### src/design/rwd_pkg.sv
package rwd_pkg;

  // bus geometry
  localparam int         ADDR_W = 8;
  localparam int         DATA_W = 32;

  // register indices; byte address is four times the index
  localparam logic [7:0] KEY_IDX   = 8'h1d;
  localparam logic [7:0] CTRL_IDX  = 8'h1e;
  localparam logic [7:0] LCLR_IDX  = 8'h1f;
  localparam logic [7:0] KEY_ADDR  = {KEY_IDX[5:0], 2'b00};
  localparam logic [7:0] CTRL_ADDR = {CTRL_IDX[5:0], 2'b00};
  localparam logic [7:0] LCLR_ADDR = {LCLR_IDX[5:0], 2'b00};

  // control and legacy clear register fields
  localparam int         TSEL_LO_BIT = 0;
  localparam int         TSEL_HI_BIT = 1;
  localparam int         WDEN_BIT    = 2;
  localparam int         CLKMON_BIT  = 3;
  localparam int         FLAG_BIT    = 4;
  localparam int         LCLR_BIT    = 0;

  // reset values and keys
  localparam logic [7:0] KEY_RESET   = 8'h00;
  localparam logic [7:0] KEY_FIRST   = 8'h55;
  localparam logic [7:0] KEY_SECOND  = 8'haa;
  localparam logic [1:0] TSEL_RESET  = 2'h0;

  // timing
  localparam int         CLK_PERIOD_NS     = 50;
  localparam int         POR_DELAY_CYCLES  = 4064;
  localparam int         INT_RST_CYCLES    = 4;
  localparam int         CLKMON_TIMEOUT_NS = 5000;
  localparam int         CLKMON_RAW        = CLKMON_TIMEOUT_NS / CLK_PERIOD_NS;
  localparam int         CLKMON_CYCLES     = (CLKMON_RAW < 1) ? 1 : CLKMON_RAW;
  localparam int         CLKMON_W          = 8;
  localparam int         DLY_W             = 12;
  localparam int         TSEL_STEP_LOG2    = 2;

  // reset sequencer states
  typedef enum logic [2:0] {
    ST_POR_DELAY,
    ST_WAIT_PIN,
    ST_PIN_HOLD,
    ST_INT_RESET,
    ST_START,
    ST_RUN
  } rwd_state_t;

endpackage

### src/design/rwd_sync2.sv
`timescale 1ns/100ps
`default_nettype none
module rwd_sync2 #(
  parameter int               WIDTH   = 4,
  parameter logic [WIDTH-1:0] RST_VAL = '0
) (
  // clock and reset
  input  wire logic             clk,
  input  wire logic             rst_n,
  // levels
  input  wire logic [WIDTH-1:0] d,
  output logic      [WIDTH-1:0] q
);

  // two flops per bit; stage one feeds only stage two
  for (genvar i = 0; i < WIDTH; i++)
  begin : g_bit
    logic meta_q;
    logic sync_q;
    always_ff @(posedge clk or negedge rst_n)
    begin
      if (!rst_n)
      begin
        meta_q <= RST_VAL[i];
        sync_q <= RST_VAL[i];
      end
      else
      begin
        meta_q <= d[i];
        sync_q <= meta_q;
      end
    end
    assign q[i] = sync_q;
  end

endmodule // rwd_sync2
`default_nettype wire

### src/design/rwd_wdt_counter.sv
`timescale 1ns/100ps
`default_nettype none
module rwd_wdt_counter #(
  parameter int CW = 22
) (
  // clock and reset
  input  wire logic       clk,
  input  wire logic       rst_n,
  // control
  input  wire logic       run,
  input  wire logic       restart,
  input  wire logic [5:0] shift,
  // timeout
  output logic            expire
);

  logic [CW-1:0] cnt_q;
  logic          expire_q;
  logic [CW-1:0] limit;
  logic          hit;

  // period is two to the power of shift cycles
  assign limit  = (CW'(1) << shift) - CW'(1);
  assign hit    = run & (cnt_q == limit);
  assign expire = expire_q;

  // a restart in the hit cycle wins, so a just-in-time service still saves us
  always_ff @(posedge clk or negedge rst_n)
  begin
    if (!rst_n)
    begin
      cnt_q    <= '0;
      expire_q <= 1'b0;
    end
    else
    begin
      cnt_q    <= (!run || restart || hit) ? '0 : cnt_q + CW'(1);
      expire_q <= hit & ~restart;
    end
  end
endmodule // rwd_wdt_counter
`default_nettype wire

### src/design/rwd_top.sv
// Functional notes
// four sources reset whole processor
// reset aborts, clears controls, loads vector
// hold reset 4064 cycles after power-on
// primary mode drives pin low during delay
// stay reset while pin low after delay
// pin input-only legacy, open-drain primary
// external low must last 1.5 cycles
// primary mode pulls pin on internal resets
// sequence starts on edge after pin rise
// primary watchdog starts on enable bit
// legacy watchdog enabled by option fuse
// service needs 0x55 then 0xaa
// any traffic allowed between key writes
// software services within every timeout period
// expiry causes full system reset
// key register write-only, reads harmless
// flag set on resets, read clears
// clock monitor enable writable once
// enable and select written once per reset
// control bits 7-5 read zero
// timeout two-to-fifteen times 1/4/16/64
// clock loss detected causes reset
// legacy clear by writing zero bit0
// wrong key leaves sequence incomplete
//
// Decided for this implementation: the APB register port.
`timescale 1ns/100ps
`default_nettype none
module rwd_top #(
  parameter int BASE_DIV_LOG2   = 15,
  parameter int LEGACY_DIV_LOG2 = 17
) (
  // apb slave
  input  wire logic                       pclk,
  input  wire logic                       presetn,
  input  wire logic                       psel,
  input  wire logic                       penable,
  input  wire logic                       pwrite,
  input  wire logic [rwd_pkg::ADDR_W-1:0] paddr,
  input  wire logic [rwd_pkg::DATA_W-1:0] pwdata,
  output logic      [rwd_pkg::DATA_W-1:0] prdata,
  output logic                            pready,
  output logic                            pslverr,
  // open-drain reset pin
  input  wire logic                       reset_pin_in,
  output logic                            reset_pin_out,
  output logic                            reset_pin_oe,
  // configuration straps
  input  wire logic                       primary_config_mode,
  input  wire logic                       legacy_watchdog_fuse,
  // toggles while the internal bus clock runs
  input  wire logic                       bus_clk_tick,
  // to the processor
  output logic                            sys_reset,
  output logic                            vector_load,
  output logic                            watchdog_reset_flag
);

  localparam int WDT_W = ((BASE_DIV_LOG2 + 6 > LEGACY_DIV_LOG2) ? BASE_DIV_LOG2 + 6 : LEGACY_DIV_LOG2) + 1;

  // synchronised pins
  logic [3:0] sync_q;
  logic       pin_s;
  logic       primary_s;
  logic       fuse_s;
  logic       tick_s;

  rwd_sync2 #(
    .WIDTH   (4),
    .RST_VAL (4'h0)
  ) u_sync (
    .clk   (pclk),
    .rst_n (presetn),
    .d     ({bus_clk_tick, legacy_watchdog_fuse, primary_config_mode, reset_pin_in}),
    .q     (sync_q)
  );

  assign pin_s     = sync_q[0];
  assign primary_s = sync_q[1];
  assign fuse_s    = sync_q[2];
  assign tick_s    = sync_q[3];

  // state
  rwd_pkg::rwd_state_t        state_q;
  rwd_pkg::rwd_state_t        state_d;
  logic [rwd_pkg::DLY_W-1:0]  dly_q;
  logic [rwd_pkg::DLY_W-1:0]  dly_d;
  logic                       sys_reset_q;
  logic                       vector_load_q;
  logic                       pin_oe_q;
  logic                       pin_out_q;
  logic                       pready_q;
  logic                       pslverr_q;
  logic [rwd_pkg::DATA_W-1:0] prdata_q;
  logic                       wden_q;
  logic [1:0]                 tsel_q;
  logic                       cfg_locked_q;
  logic                       clkmon_en_q;
  logic                       clkmon_locked_q;
  logic                       flag_q;
  logic                       key_armed_q;
  logic                       tick_prev_q;
  logic [rwd_pkg::CLKMON_W-1:0] loss_cnt_q;

  // bus decode
  logic       acc;
  logic       wr_acc;
  logic       rd_acc;
  logic       hit_key;
  logic       hit_ctrl;
  logic       hit_lclr;
  logic       mapped;
  logic [7:0] wbyte;

  assign acc      = psel & penable & pready_q;
  assign wr_acc   = acc & pwrite;
  assign rd_acc   = acc & ~pwrite;
  assign hit_key  = (paddr == rwd_pkg::KEY_ADDR);
  assign hit_ctrl = (paddr == rwd_pkg::CTRL_ADDR);
  assign hit_lclr = (paddr == rwd_pkg::LCLR_ADDR);
  assign mapped   = hit_key | hit_ctrl | hit_lclr;
  assign wbyte    = pwdata[7:0];

  // reset qualifiers
  logic in_reset;
  logic running;
  logic wdt_expire;
  logic clk_fault;
  logic int_fault;

  assign in_reset  = (state_q != rwd_pkg::ST_RUN);
  assign running   = ~in_reset;
  assign int_fault = running & (wdt_expire | clk_fault);

  // key sequence; reads and other addresses in between leave it armed
  logic key_wr;
  logic key_complete;
  logic key_armed_d;

  assign key_wr       = wr_acc & hit_key;
  assign key_complete = key_wr & key_armed_q & (wbyte == rwd_pkg::KEY_SECOND);
  assign key_armed_d  = in_reset ? 1'b0 :
                        key_wr   ? (wbyte == rwd_pkg::KEY_FIRST) :
                        key_armed_q;

  // watchdog steering, primary register or legacy fuse
  logic       wdt_run;
  logic       wdt_restart;
  logic [5:0] wdt_shift;
  logic       lclr_wr;

  assign lclr_wr     = wr_acc & hit_lclr & ~pwdata[rwd_pkg::LCLR_BIT];
  assign wdt_run     = running & (primary_s ? wden_q : fuse_s);
  assign wdt_restart = primary_s ? key_complete : lclr_wr;
  assign wdt_shift   = primary_s ? 6'(BASE_DIV_LOG2 + rwd_pkg::TSEL_STEP_LOG2 * int'(tsel_q))
                                 : 6'(LEGACY_DIV_LOG2);

  rwd_wdt_counter #(
    .CW (WDT_W)
  ) u_wdt (
    .clk     (pclk),
    .rst_n   (presetn),
    .run     (wdt_run),
    .restart (wdt_restart),
    .shift   (wdt_shift),
    .expire  (wdt_expire)
  );

  // clock monitor: no tick edge for the window means the bus clock is gone
  logic tick_edge;
  logic clkmon_on;

  assign tick_edge = tick_s ^ tick_prev_q;
  assign clkmon_on = running & primary_s & clkmon_en_q;
  assign clk_fault = clkmon_on & (loss_cnt_q == rwd_pkg::CLKMON_W'(rwd_pkg::CLKMON_CYCLES - 1));

  always_ff @(posedge pclk or negedge presetn)
  begin
    if (!presetn)
    begin
      tick_prev_q <= 1'b0;
      loss_cnt_q  <= '0;
    end
    else
    begin
      tick_prev_q <= tick_s;
      loss_cnt_q  <= (!clkmon_on || tick_edge || clk_fault) ? '0 : loss_cnt_q + 1'b1;
    end
  end

  // reset sequencer
  always_comb
  begin
    state_d = state_q;
    dly_d   = dly_q + 1'b1;
    unique case (state_q)
      rwd_pkg::ST_POR_DELAY:
      begin
        if (dly_q == rwd_pkg::DLY_W'(rwd_pkg::POR_DELAY_CYCLES - 1))
          state_d = rwd_pkg::ST_WAIT_PIN;
      end
      rwd_pkg::ST_WAIT_PIN:
      begin
        if (pin_s)
          state_d = rwd_pkg::ST_START;
      end
      rwd_pkg::ST_PIN_HOLD:
      begin
        if (pin_s)
          state_d = rwd_pkg::ST_START;
      end
      rwd_pkg::ST_INT_RESET:
      begin
        if (dly_q == rwd_pkg::DLY_W'(rwd_pkg::INT_RST_CYCLES - 1))
          state_d = rwd_pkg::ST_WAIT_PIN;
      end
      rwd_pkg::ST_START:
        state_d = rwd_pkg::ST_RUN;
      rwd_pkg::ST_RUN:
      begin
        dly_d = '0;
        if (int_fault)
          state_d = rwd_pkg::ST_INT_RESET;
        else if (!pin_s)
          state_d = rwd_pkg::ST_PIN_HOLD;
      end
    endcase
  end

  // pin drive only in primary mode; legacy keeps the pin an input
  logic pin_drive_d;

  assign pin_drive_d = primary_s & ((state_d == rwd_pkg::ST_POR_DELAY) | (state_d == rwd_pkg::ST_INT_RESET));

  always_ff @(posedge pclk or negedge presetn)
  begin
    if (!presetn)
    begin
      state_q       <= rwd_pkg::ST_POR_DELAY;
      dly_q         <= '0;
      sys_reset_q   <= 1'b1;
      vector_load_q <= 1'b0;
      pin_oe_q      <= 1'b0;
      pin_out_q     <= 1'b0;
    end
    else
    begin
      state_q       <= state_d;
      dly_q         <= dly_d;
      sys_reset_q   <= (state_d != rwd_pkg::ST_RUN);
      vector_load_q <= (state_q == rwd_pkg::ST_START);
      pin_oe_q      <= pin_drive_d;
      pin_out_q     <= 1'b0;
    end
  end

  // control register writes; the lock bits make each field write-once
  logic ctrl_wr;

  assign ctrl_wr = wr_acc & hit_ctrl & running;

  always_ff @(posedge pclk or negedge presetn)
  begin
    if (!presetn)
    begin
      wden_q          <= 1'b0;
      tsel_q          <= rwd_pkg::TSEL_RESET;
      cfg_locked_q    <= 1'b0;
      clkmon_en_q     <= 1'b0;
      clkmon_locked_q <= 1'b0;
      key_armed_q     <= 1'b0;
    end
    else if (in_reset)
    begin
      wden_q          <= 1'b0;
      tsel_q          <= rwd_pkg::TSEL_RESET;
      cfg_locked_q    <= 1'b0;
      clkmon_en_q     <= 1'b0;
      clkmon_locked_q <= 1'b0;
      key_armed_q     <= 1'b0;
    end
    else
    begin
      key_armed_q <= key_armed_d;
      if (ctrl_wr && !cfg_locked_q)
      begin
        wden_q       <= pwdata[rwd_pkg::WDEN_BIT];
        tsel_q       <= {pwdata[rwd_pkg::TSEL_HI_BIT], pwdata[rwd_pkg::TSEL_LO_BIT]};
        cfg_locked_q <= 1'b1;
      end
      if (ctrl_wr && !clkmon_locked_q)
      begin
        clkmon_en_q     <= pwdata[rwd_pkg::CLKMON_BIT];
        clkmon_locked_q <= 1'b1;
      end
    end
  end

  // flag survives the internal reset so software can see why; set beats clear
  logic flag_clr;

  assign flag_clr = rd_acc & hit_ctrl;

  always_ff @(posedge pclk or negedge presetn)
  begin
    if (!presetn)
      flag_q <= 1'b0;
    else
      flag_q <= int_fault | (flag_q & ~flag_clr);
  end

  // read data; key and legacy clear return zero with no side effect
  logic [rwd_pkg::DATA_W-1:0] rd_mux;
  logic [7:0]                 ctrl_view;

  assign ctrl_view = {3'b000, flag_q, clkmon_en_q, wden_q, tsel_q};
  assign rd_mux    = hit_ctrl ? {{(rwd_pkg::DATA_W-8){1'b0}}, ctrl_view} : '0;

  // one wait state: data are registered on the same edge that raises pready
  always_ff @(posedge pclk or negedge presetn)
  begin
    if (!presetn)
    begin
      pready_q  <= 1'b0;
      pslverr_q <= 1'b0;
      prdata_q  <= '0;
    end
    else
    begin
      pready_q  <= psel & penable & ~pready_q;
      pslverr_q <= psel & penable & ~pready_q & ~mapped;
      prdata_q  <= (psel & penable & ~pready_q & ~pwrite) ? rd_mux : '0;
    end
  end

  assign prdata              = prdata_q;
  assign pready              = pready_q;
  assign pslverr             = pslverr_q;
  assign reset_pin_out       = pin_out_q;
  assign reset_pin_oe        = pin_oe_q;
  assign sys_reset           = sys_reset_q;
  assign vector_load         = vector_load_q;
  assign watchdog_reset_flag = flag_q;
endmodule // rwd_top
`default_nettype wire

### config.mk
export PLATFORM = sky130hd
export DESIGN_NAME = rwd_top
export DESIGN_NICKNAME = d
export VERILOG_FILES = /design/src/design/rwd_pkg.sv /design/src/design/rwd_sync2.sv /design/src/design/rwd_wdt_counter.sv /design/src/design/rwd_top.sv
export SDC_FILE = /design/constraint.sdc
export NUM_CORES = 1
export LEC_CHECK = 0
export ABC_AREA = 1
export ABC_CLOCK_PERIOD_IN_PS = 1900
export BUFFER_PORTS_ARGS = -buffer_cell sky130_fd_sc_hd__buf_2
export CAP_MARGIN = 20
export CORE_MARGIN = 5
export CORE_UTILIZATION = 30
export DETAILED_ROUTE_END_ITERATION = 16
export PLACE_DENSITY = 0.52
export RECOVER_POWER = 100
export SLEW_MARGIN = 20
export SYNTH_ARGS = -nofsm -noshare
export SYNTH_HDL_FRONTEND = slang
export SYNTH_SLANG_ARGS = --single-unit
### constraint.sdc
create_clock -name pclk -period 1.9 [get_ports pclk]
set_clock_uncertainty 0.1 [all_clocks]
set_input_delay 0.38 -clock pclk [delete_from_list [all_inputs] [get_ports pclk]]
set_output_delay 0.38 -clock pclk [all_outputs]
set_load 0.02 [all_outputs]
Word-level counts from Yosys, hierarchy flattened
Index checks and enable logic that the tools add are counted.
{ "totals": {"regBits": 73, "in_bits": 49, "output_inout_bits": 39, "wordCells": 129} }
{ "op_classes": {"add_sub_neg": 5, "n_eq_ne": 17, "shift": 1, "n_mux": 26, "n_bitwise": 37, "reduce_logical": 16} }
{ "ops": {"columns": ["op", "count"], "rows": [
  ["== test 8 x 7 -> 1 bit (second input constant)", 5],
  ["bitwise AND 1 bit", 24],
  ["adder 22 x 1 -> 22 bit (second input constant)", 1],
  ["== test 22 bit", 1],
  ["2-to-1 mux 22 bit", 1],
  ["left shift 1 x 5 -> 22 bit (first input constant)", 1],
  ["subtractor 22 x 2 -> 22 bit (second input constant)", 1],
  ["2-to-1 mux 3 bit", 5],
  ["2-to-1 mux 5 bit", 3],
  ["case mux 3 bit (5 select lines)", 1],
  ["adder 12 x 1 -> 12 bit (second input constant)", 1],
  ["== test 12 bit (second input constant)", 1],
  ["== test 12 x 2 -> 1 bit (second input constant)", 1],
  ["2-to-1 mux 1 bit", 12],
  ["2-to-1 mux 12 bit", 1],
  ["== test 3 x 2 -> 1 bit (second input constant)", 3],
  ["adder 8 x 1 -> 8 bit (second input constant)", 1],
  ["== test 8 bit (second input constant)", 1],
  ["2-to-1 mux 8 bit", 1],
  ["NOT 1 bit", 7],
  ["== test 3 bit (second input constant)", 2],
  ["zero test 3 bit", 2],
  ["inequality test 3 bit (second input constant)", 2],
  ["nonzero test 2 bit", 3],
  ["9 further kinds", 21]
]} }

Logic depth before layout (Yosys ltp)
Gate-level depths: netlist of the first run.
{ "depth": {"ltp_word": 12, "ltp_mapped": 14, "mapped_depth_nobuf": 13} }

Hierarchy
From an unflattened synthesis of the first run, not the netlist that was laid out.
{ "hier_totals": {"cells_unflattened": 664, "hier_area_um2": 4753.3} }
{ "modules_own_cells": {"columns": ["module", "instances", "cells_each", "area_each_um2", "seq_area_each_um2"], "rows": [
  ["rwd_top", 1, 293, 2351.0, 1052.3],
  ["rwd_wdt_counter", 1, 359, 2172.1, 575.6],
  ["rwd_sync2", 1, 12, 230.2, 200.2]
]} }

Worst setup path before layout of the first run
Ideal clock, no wire load.
{ "synth_path": {"path_type": "flip-flop to flip-flop", "from": "reg tsel_q[0]", "to": "reg u_wdt.cnt_q[5]", "setup_ns": 0.122, "arrival_time_ns": 1.760, "slack_ns": -0.083, "path_stages_with_launch": 14, "path_buffers": 1, "synth_period_minus_slack_ns": 1.983, "cell_sequence": "dfrtp_1 -> inv_1 -> ha_1 -> inv_1 -> nand2_4 -> nor2_4 -> nand3_1 -> nand3_1 -> nand2_1 -> nor2_1 -> nand3_2 -> nand2_4 -> buf_12 -> nor2_2"} }
{ "synth_between": {"elab_chain_len": 8} }
{ "synth_rtl": {"columns": ["item", "line", "rtl"], "rows": [
  ["start: declaration", "rwd_top.sv:97", "logic [1:0] tsel_q;"],
  ["start signal: assignment", "rwd_top.sv:268", "tsel_q <= rwd_pkg::TSEL_RESET;"],
  ["start signal: assignment", "rwd_top.sv:277", "tsel_q <= rwd_pkg::TSEL_RESET;"],
  ["start signal: assignment", "rwd_top.sv:289", "tsel_q <= {pwdata[rwd_pkg::TSEL_HI_BIT], pwdata[rwd_pkg::TSEL_LO_BIT]};"],
  ["adder 4 x 3 -> 5 bit", "rwd_top.sv:156", "assign wdt_shift = primary_s ? 6'(BASE_DIV_LOG2 + rwd_pkg::TSEL_STEP_LOG2 * int'(tsel_q))"],
  ["2-to-1 mux 5 bit", "rwd_top.sv:156", null],
  ["left shift 1 x 5 -> 22 bit", "rwd_wdt_counter.sv:23", "assign limit = (CW'(1) << shift) - CW'(1);"],
  ["subtractor 22 x 2 -> 22 bit", "rwd_wdt_counter.sv:23", null],
  ["== test 22 bit", "rwd_wdt_counter.sv:24", "assign hit = run & (cnt_q == limit);"],
  ["bitwise AND 1 bit", "rwd_wdt_counter.sv:24", null],
  ["logical OR 1 bit", "rwd_wdt_counter.sv:37", "cnt_q <= (!run || restart || hit) ? '0 : cnt_q + CW'(1);"],
  ["2-to-1 mux 22 bit", "rwd_wdt_counter.sv:37", null],
  ["end signal: assignment", "rwd_wdt_counter.sv:37", null],
  ["end: declaration", "rwd_wdt_counter.sv:17", "logic [CW-1:0] cnt_q;"]
]} }
Every way passes these cells.
A chain may end at the register's enable or synchronous reset.

Worst setup path in the final report of the first run
{ "layout_path": {"from": "reg tsel_q[0]", "to": "reg u_wdt.cnt_q[14]"} }
The elaborated chain is that of the path after synthesis.

==> results.md, run 1 <==
- Root Driver: clkbuf_16
- Worst r2r src: tsel_q[0]$_DFFE_PN0P_
- Flops & latches, synth: 73
- H-tree Lvls: 3
- Initial antenna violation count: 0
- Post-Syn Instances: 534
- Clk sinks: 73
- Core Area: 13720 um2
- Setup-failing EPs final: 23
- Ys async rst share: 1.000
- Max-cap violations: 0
- Clock Pin Slew Worst Setup and Hold Paths: around 60 ps
- TritonCTS Buffers: 9
- Cell count along the critical path: 13
- DP Worst Slack: -83.13 ps
- Starting Density: 0.3030
- Register area: approximately 1800 um2
- Hold Crit Class: primary input to register
- Sequential Power Share: 0.421
- Largest net degree at the start of global routing: 29
- Worst-path maximum fanout: 5
- Fin. Hold Viols: 0
- Post-Layout Inst Area: 5109 um2
- CP endpoint kind: register
- Crit. Startpoint: tsel_q[0]$_DFFE_PN0P_
- Final slew viol count: 0
- Overall Global Routing Usage: 0.1221
- DRT Pass-1 Iters: 4
- Cell row count: 43
- Max Freq: 511.6 MHz
- Comb power frac: 0.048
- Synth Cell Area: just over 4000 um2
- Finished Core Util: 0.3724
- Crit-path cells: inv_2 -> ha_4 -> nand2_4 -> nor2_1 -> nand2_1 -> nand3_1 -> nor2_2 -> nand2_1 -> nor2_2 -> nand3_2 -> nand2_4 -> buf_6 -> nor2_2
- Post-DR vias/cell: about 4.5
- Status: finished with violations
- First-pass GRT wire length: 16080 um
- Int Power: 2.914 mW
- Switching share of power: 0.2231
- Clk_lat worst skew: 330 ps
- # DRC: 0
- Unrepaired setup endpoints after global routing: yes
- CP most frequent cell: nor2_2
- Clk buf depth: 2
- Min cycle time layout: just under 2000 ps
- Psw: 836.7 uW
- Clock power share: 0.531
- Top-count cell post-synth: nand2_1
- Critical Path Start Type: register
- Mapped Avg Cell Area: between 7 and 8 um2
- Synthesis Warnings: 0
- Layout fillers: 1428
- Total die area: 16310 um2
- Post-synth EDFFs: 0
- Post-synth top cells: 119 x nand2_1, 72 x dfrtp_1, 66 x nor2_1
- Reg-to-reg endpoint: u_wdt.cnt_q[14]$_DFF_PN0_
- Share of post-route cells with drive strength above 1: 0.1888
- Synthesis-to-finish area growth: 22.91%
- Placer Congestion: 0.8655
- Worst r2r path cells: 13
- Netlist cell types: 40
- Vias in the first global route: 3422
- DP HPWL: 7161 um
- CTS tree: built
- Main synth FF type: dfrtp_1
- Largest cells by area after synthesis: dfrtp_1 43%, nand2_1 11%, nor2_1 6.0%
- PwrDens: 734.2 nW/um2
- # IOs: 88
- Sequential share of the synthesized area: 0.4398
- Antenna Violating Nets Remaining: 0
- Synth area leader: dfrtp_1
- Post-DR wirelength/cell: 11.88 um
- Slowest CP cell: dfrtp_1
- Worst vdd ir: 442.2 uV
- Synth top area share: 0.4335
- Area after DPL: between 4000 and 5000 um2
- R2r setup slk: -50 ps
- DRT iter0 DRCs: 146
- Failing checks: negative setup slack
- Die width: around 130 um
- DIE HEIGHT: 127.7 um
- Diodes inserted: 0
- Critical Path RT: 2030 ps
- Buf/Inv on CP: 2
- Tcrit/Tclk final: 1.029
- Kind of critical path: register to register
- Gr ovfl total: 0
- Cell family with most CP delay: simple AND/OR/NAND/NOR gates
- WL final: 9377 um
- Setup ws final: -54.65 ps
- TNS Setup: -1047 ps
- Via Count: about 3500
- Final net count: 659
- Area of the multi-input gates: 2026 um2
- CP peak stage delay: 380 ps
- Worst Setup EP: u_wdt.cnt_q[14]$_DFF_PN0_
- Hold slack: 49.91 ps
- Port Buf Inserts: 35
- Arrival time at the worst endpoint: 2080 ps
- Pleak: roughly 2.3 nW
worst min-delay path by stage:
stage	start	to	slack, ps	depth (start not counted)
floorplan	presetn	cfg_locked_q$_DFFE_PN0P_	-20	0
global placement	u_sync.g_bit[0].meta_q$_DFF_PN0_	u_sync.g_bit[0].sync_q$_DFF_PN0_	230	0
detailed placement	u_sync.g_bit[3].meta_q$_DFF_PN0_	u_sync.g_bit[3].sync_q$_DFF_PN0_	240	0
CTS	bus_clk_tick	u_sync.g_bit[3].meta_q$_DFF_PN0_	40	1
global route	bus_clk_tick	u_sync.g_bit[3].meta_q$_DFF_PN0_	40	1
finish	legacy_watchdog_fuse	u_sync.g_bit[2].meta_q$_DFF_PN0_	50	1
power by group through the flow:
| stage | Combinational, mW | Sequential, mW | Clock, mW |
|---|---|---|---|
| 3_5_place_dp | 0.186 | 1.60 | 0 |
| 3_3_place_gp | 0.184 | 1.60 | 0 |
| 2_1_floorplan | 0.134 | 1.61 | 0 |
| 6_report | 0.181 | 1.58 | 1.99 |
| 4_1_cts | 0.188 | 1.58 | 2.05 |
| 5_1_grt | 0.204 | 1.58 | 2.11 |
layout make-up:
cell class              count  area share
multi-input cells         391      0.3965
flip-flops and latches     73      0.3581
repair buffers             65     0.08499
inverters                  64     0.04751
clock buffers               9     0.04409
well taps                 180     0.04409
clock inverters             7     0.02474
state kept, by name, summed over array words and instances (netlist names), 2 cells and up:
register             flops
dly_q                   12
loss_cnt_q               8
prdata                   5
state_q                  3
tsel_q                   2
u_sync.g_bit.meta_q      4
u_sync.g_bit.sync_q      4
u_wdt.cnt_q             22
metrics by stage:
step | std cells | power, mW
6_report | 789 | 3.751
2_1_floorplan | 562 | 1.741
5_1_grt | 789 | 3.893
3_5_place_dp | 770 | 1.791
4_1_cts | 789 | 3.809
3_3_place_gp | 770 | 1.789
placed cells by master, fill, tap and decap left out, types with 3 or more instances in the layout:
master | synthesis | final
nand2_1 | 119 | 113
dfrtp_1 | 72 | 71
nor2_1 | 66 | 59
inv_1 | 60 | 58
nand3_1 | 48 | 43
conb_1 | 2 | 30
buf_2 | 1 | 23
nor3_1 | 21 | 21
buf_4 | 30 | 19
nor2_2 | 14 | 17
xor2_1 | 15 | 15
o21ai_0 | 15 | 14
clkbuf_1 | 0 | 13
a21oi_1 | 12 | 12
nand4_1 | 11 | 11
clkbuf_16 | 0 | 9
nor3b_1 | 8 | 8
nand3_2 | 1 | 6
inv_2 | 4 | 5
nand2_4 | 2 | 5
nor2_4 | 1 | 5
ha_1 | 6 | 5
nand2_2 | 1 | 4
xnor2_1 | 3 | 3
bufinv_16 | 0 | 3
clkbuf_4 | 0 | 3
cell families (layout without fill, tap and decap cells):
family,count (synthesis),count (layout),synth area share
and+or+nand+nor,301,301,0.3308
buffers and inverters,98,145,0.1234
DFF,73,73,0.4398
AOI/OAI and AO/OA,36,36,0.04817
xor gates and xnor gates,18,18,0.03793
adders and majority gates,6,6,0.01806
other,2,30,0.001807
what timing repair did:
action,4_1_cts,5_1_grt
cloned,1,0
hold endpoints to repair,18,0
pin swaps,3,11
endpoints found under the setup margin,23,26
buffers inserted,1,1
gates resized for setup,12,23
hold buffers,1,0
worst reg2reg max path, delay by kind of cell (launching register included):
kind | cells | cell delay, ps
adders and majority gates | 1 | 230
DFF | 1 | 380
buffers and inverters | 2 | 230
and+or+nand+nor | 10 | 910
routing by layer:
metal | vias to the layer above | global-route usage | wire (um)
met5 | - | 0 | 0
met4 | 0 | 0.04682 | 151
met3 | 11 | 0.02208 | 426
met2 | 77 | 0.1867 | 4175
met1 | 1632 | 0.1723 | 4623
li1 | 1802 | - | -
Power figures use the tool's default switching activity.
==> run 2: changes to the inputs <==
ABC_AREA = default   (was 1)
CTS_BUF_LIST = sky130_fd_sc_hd__clkbuf_8   (was default)
SETUP_SLACK_MARGIN = 0.1   (was default)
==> run 2 against run 1 <==
The flow still finishes with violations (negative setup slack). Die area down 1.1%. Wire length grew 3.0%. First-iteration DRC count increased by 32%. Hold slack got worse by 24 ps. Core utilization rose by 2.0 points. Global-route usage is essentially flat. Worst setup slack worse by 370 ps. Clock power fell by 39%. Highest routed layer unchanged.
==> results.md, run 2 <==
- Status: finished with violations (unchanged)
- Failing checks: negative setup slack (unchanged)
- DRT iter0 DRCs: 192 (was 146)
- Gr ovfl total: 0 (unchanged)
- Post-DR vias/cell: 4.565 (was 4.464)
- Most frequent cells in the layout: 72 x dfrtp_1, 56 x buf_4, 33 x nand2_1 (was 113 x nand2_1, 71 x dfrtp_1, 59 x nor2_1)
- Largest net degree at the start of global routing: 34 (was 29)
- TritonCTS Buffers: 9 (unchanged)
- Synth top area share: 0.4388 (was 0.4335)
- Netlist cell types: 67 (was 40)
- Initial antenna violation count: 0 (unchanged)
- Top-count cell post-synth: dfrtp_1 (was nand2_1)
- Root Driver: clkbuf_8 (was clkbuf_16)
- Clk sinks: 73 (unchanged)
- Largest cells by area after synthesis: dfrtp_1 44%, buf_4 5.7%, xor2_1 4.7% (was dfrtp_1 43%, nand2_1 11%, nor2_1 6.0%)
- Max-cap violations: 0 (unchanged)
- Rel. slew slack: 0.5953
- Port Buf Inserts: 35 (unchanged)
- CTS tree: built (unchanged)
- Via Count: 3264 (was 3522)
- Synthesis Warnings: 0 (unchanged)
- Max Freq: 429.5 MHz (was 511.6 MHz)
- CP endpoint kind: register (unchanged)
- Commonest non-fill, non-tap cell in the layout: dfrtp_1 (was nand2_1)
- Sequential share of the synthesized area: 0.4452 (was 0.4398)
- Largest Register: u_wdt.cnt_q (unchanged)
- Starting Density: 0.3076 (was 0.3030)
- Antenna Violating Nets Remaining: 0 (unchanged)
- Total die area: 16130 um2 (was 16310 um2)
- Kind of critical path: register to register (unchanged)
- Flops & latches, synth: 73 (unchanged)
- Overall Global Routing Usage: 0.1217 (was 0.1221)
- Final net count: 590 (was 659)
- # DRC: 0 (unchanged)
- Worst r2r path cells: 10 (was 13)
- Synth area leader: dfrtp_1 (unchanged)
- Pleak: 2.276 nW (was 2.343 nW)
- Final slew viol count: 0 (unchanged)
- # IOs: 88 (unchanged)
- Hold slack: 26.18 ps (was 49.91 ps)
- Critical Path Start Type: register (unchanged)
- Post-synth EDFFs: 0 (unchanged)
- Largest registers: u_wdt.cnt_q (22), dly_q (12), loss_cnt_q (8) (unchanged)
- Setup ws final: -428.1 ps (was -54.65 ps)
- Synth Cell Area: 4106 um2 (was 4156 um2)
- Worst-path maximum fanout: 8 (was 5)
- Synthesis-to-finish area growth: 27.48% (was 22.91%)
- Finished Core Util: 0.3922 (was 0.3724)
- Vias in the first global route: 3294 (was 3422)
- Final Power: 2.979 mW (was 3.751 mW)
- Critical Path RT: 2050 ps (was 2030 ps)
- PwrDens: 569.0 nW/um2 (was 734.2 nW/um2)
- Clock Pin Slew Worst Setup and Hold Paths: 70 ps (was 60 ps)
- Max reg flops: 22 (unchanged)
- Placed insts: 693 (was 770)
- DRT Pass-1 Iters: 4 (unchanged)
- DP HPWL: 6949 um (was 7161 um)
- Diodes inserted: 0 (unchanged)
- H-tree Lvls: 3 (unchanged)
- Hold Crit Class: primary input to register (unchanged)
- Unrepaired setup endpoints after global routing: yes (unchanged)
- Fin. Hold Viols: 0 (unchanged)
- Clk_lat worst skew: 360 ps (was 330 ps)
- Placer Congestion: 0.8181 (was 0.8655)
- First-pass GRT wire length: 15910 um (was 16080 um)
- Core Area: 13350 um2 (was 13720 um2)
- Die width: 127.0 um (was 127.7 um)
- Non-filler cells, final: 715 (was 789)
- Tcrit/Tclk final: 1.225 (was 1.029)
- Min cycle time layout: 2328 ps (was 1955 ps)
- Clk buf depth: 2 (unchanged)
- Worst vdd ir: 288.4 uV (was 442.2 uV)
- Share of post-route cells with drive strength above 1: 0.3043 (was 0.1888)
- Worst-Margin Slew: 607.1 ps
- Cell row count: 42 (was 43)
- Arrival time at the worst endpoint: 2480 ps (was 2080 ps)
- Setup-failing EPs final: 35 (was 23)
- Main synth FF type: dfrtp_1 (unchanged)
- Hold Path Stages: 1 (unchanged)
- DIE HEIGHT: 127.0 um (was 127.7 um)
- WL final: 9662 um (was 9377 um)
- Ys async rst share: 1.000 (unchanged)
- Post-DR wirelength/cell: 13.51 um (was 11.88 um)
- Post-synth top cells: 72 x dfrtp_1, 39 x nor2_1, 33 x nand2_1 (was 119 x nand2_1, 72 x dfrtp_1, 66 x nor2_1)
- Mapped Avg Cell Area: 9.594 um2 (was 7.784 um2)
- Post-Syn Instances: 428 (was 534)
[run 2: cell types whose count changed in the layout (fill, tap and decap cells not counted), moves of 12 or more]
cell / delta
nand3_1: -21
nor3_1: -13
nor2_1: -28
nand2_1: -80
xnor2_1: +12
inv_1: -42
buf_4: +37
[run 2: per-stage QoR]
stage / worst slack [ps] / TNS (ps) / cell area, um2
after floorplan: -442.8 / -9663 / 4235
after global placement: -391.5 / -9692 / 4866
after detailed placement: -435.7 / -10570 / 4866
after CTS: -430.6 / -10100 / 5157
after global routing: -528.6 / -14090 / 5235
final: -428.1 / -10240 / 5235
[run 2: worst max-delay path, stage by stage, from the launching register on]
cell	delay (ps)
dfrtp_1	370
inv_2	60
ha_4	290
nand3b_1	180
o311ai_4	120
a2111oi_4	320
nand4_2	160
o31ai_4	280
buf_6	160
clkbuf_16	150
nor2_2	30
[run 2: cell families (layout without fill, tap and decap cells)]
logic type | Yosys count | after routing | synth area share
AO/OA/AOI/OAI | 47 | 47 | 0.08989
XOR/XNOR | 37 | 37 | 0.07892
adder cells (fa/ha/maj) | 7 | 7 | 0.02072
buffers and inverters | 58 | 141 | 0.08562
flip-flops | 73 | 73 | 0.4452
multiplexers | 4 | 4 | 0.01005
other | 2 | 30 | 0.001829
AND/OR/NAND/NOR | 200 | 200 | 0.2678
[run 2: where the power goes]
group | switching (mW) | internal (mW)
sequential | 0.0104 | 1.57
combinational | 0.130 | 0.0566
clock | 0.584 | 0.632
total | 0.724 | 2.25
[run 2: final timing paths]
| kind | from | end | slack, ps |
|---|---|---|---|
| worst max-delay path | tsel_q[0]$_DFFE_PN0P_ | u_wdt.cnt_q[20]$_DFF_PN0_ | -430 |
| worst min-delay path | bus_clk_tick | u_sync.g_bit[3].meta_q$_DFF_PN0_ | 30 |
| worst max register to register | tsel_q[0]$_DFFE_PN0P_ | u_wdt.cnt_q[20]$_DFF_PN0_ | -430 |
| worst min register to register | u_sync.g_bit[3].meta_q$_DFF_PN0_ | u_sync.g_bit[3].sync_q$_DFF_PN0_ | 250 |
| max in group asynchronous | presetn | u_wdt.cnt_q[16]$_DFF_PN0_ | 300 |
| min in group asynchronous | presetn | vector_load$_DFF_PN0_ | 470 |
[run 2: timing repair]
item | 4_1_cts | 5_1_grt
endpoints found under the hold margin | 22 | 0
gates resized for setup | 15 | 18
pin swaps | 5 | 7
hold buffers | 1 | 0
setup buffers | 3 | 1
gates cloned | 1 | 2
endpoints found under the setup margin | 37 | 38
[run 2: final cells by class]
cell class / count / area (um2)
multi-input combinational: 325 / 2151
clock inverter: 5 / 56.30
timing repair buffer: 108 / 774.5
fill: 1343 / 8113
tap: 176 / 220.2
clock buffer: 10 / 137.6
sequential: 73 / 1828
inverter: 18 / 67.56
[run 2: layer usage]
layer | routed length [um] | GRT usage | vias to the layer above | part of all wire
li1 | - | - | 1634 | -
met1 | 4349 | 0.1563 | 1576 | 0.45
met2 | 4860 | 0.1989 | 42 | 0.50
met3 | 307 | 0.03381 | 12 | 0.032
met4 | 144 | 0.03975 | 0 | 0.015
met5 | 0 | 0 | - | 0
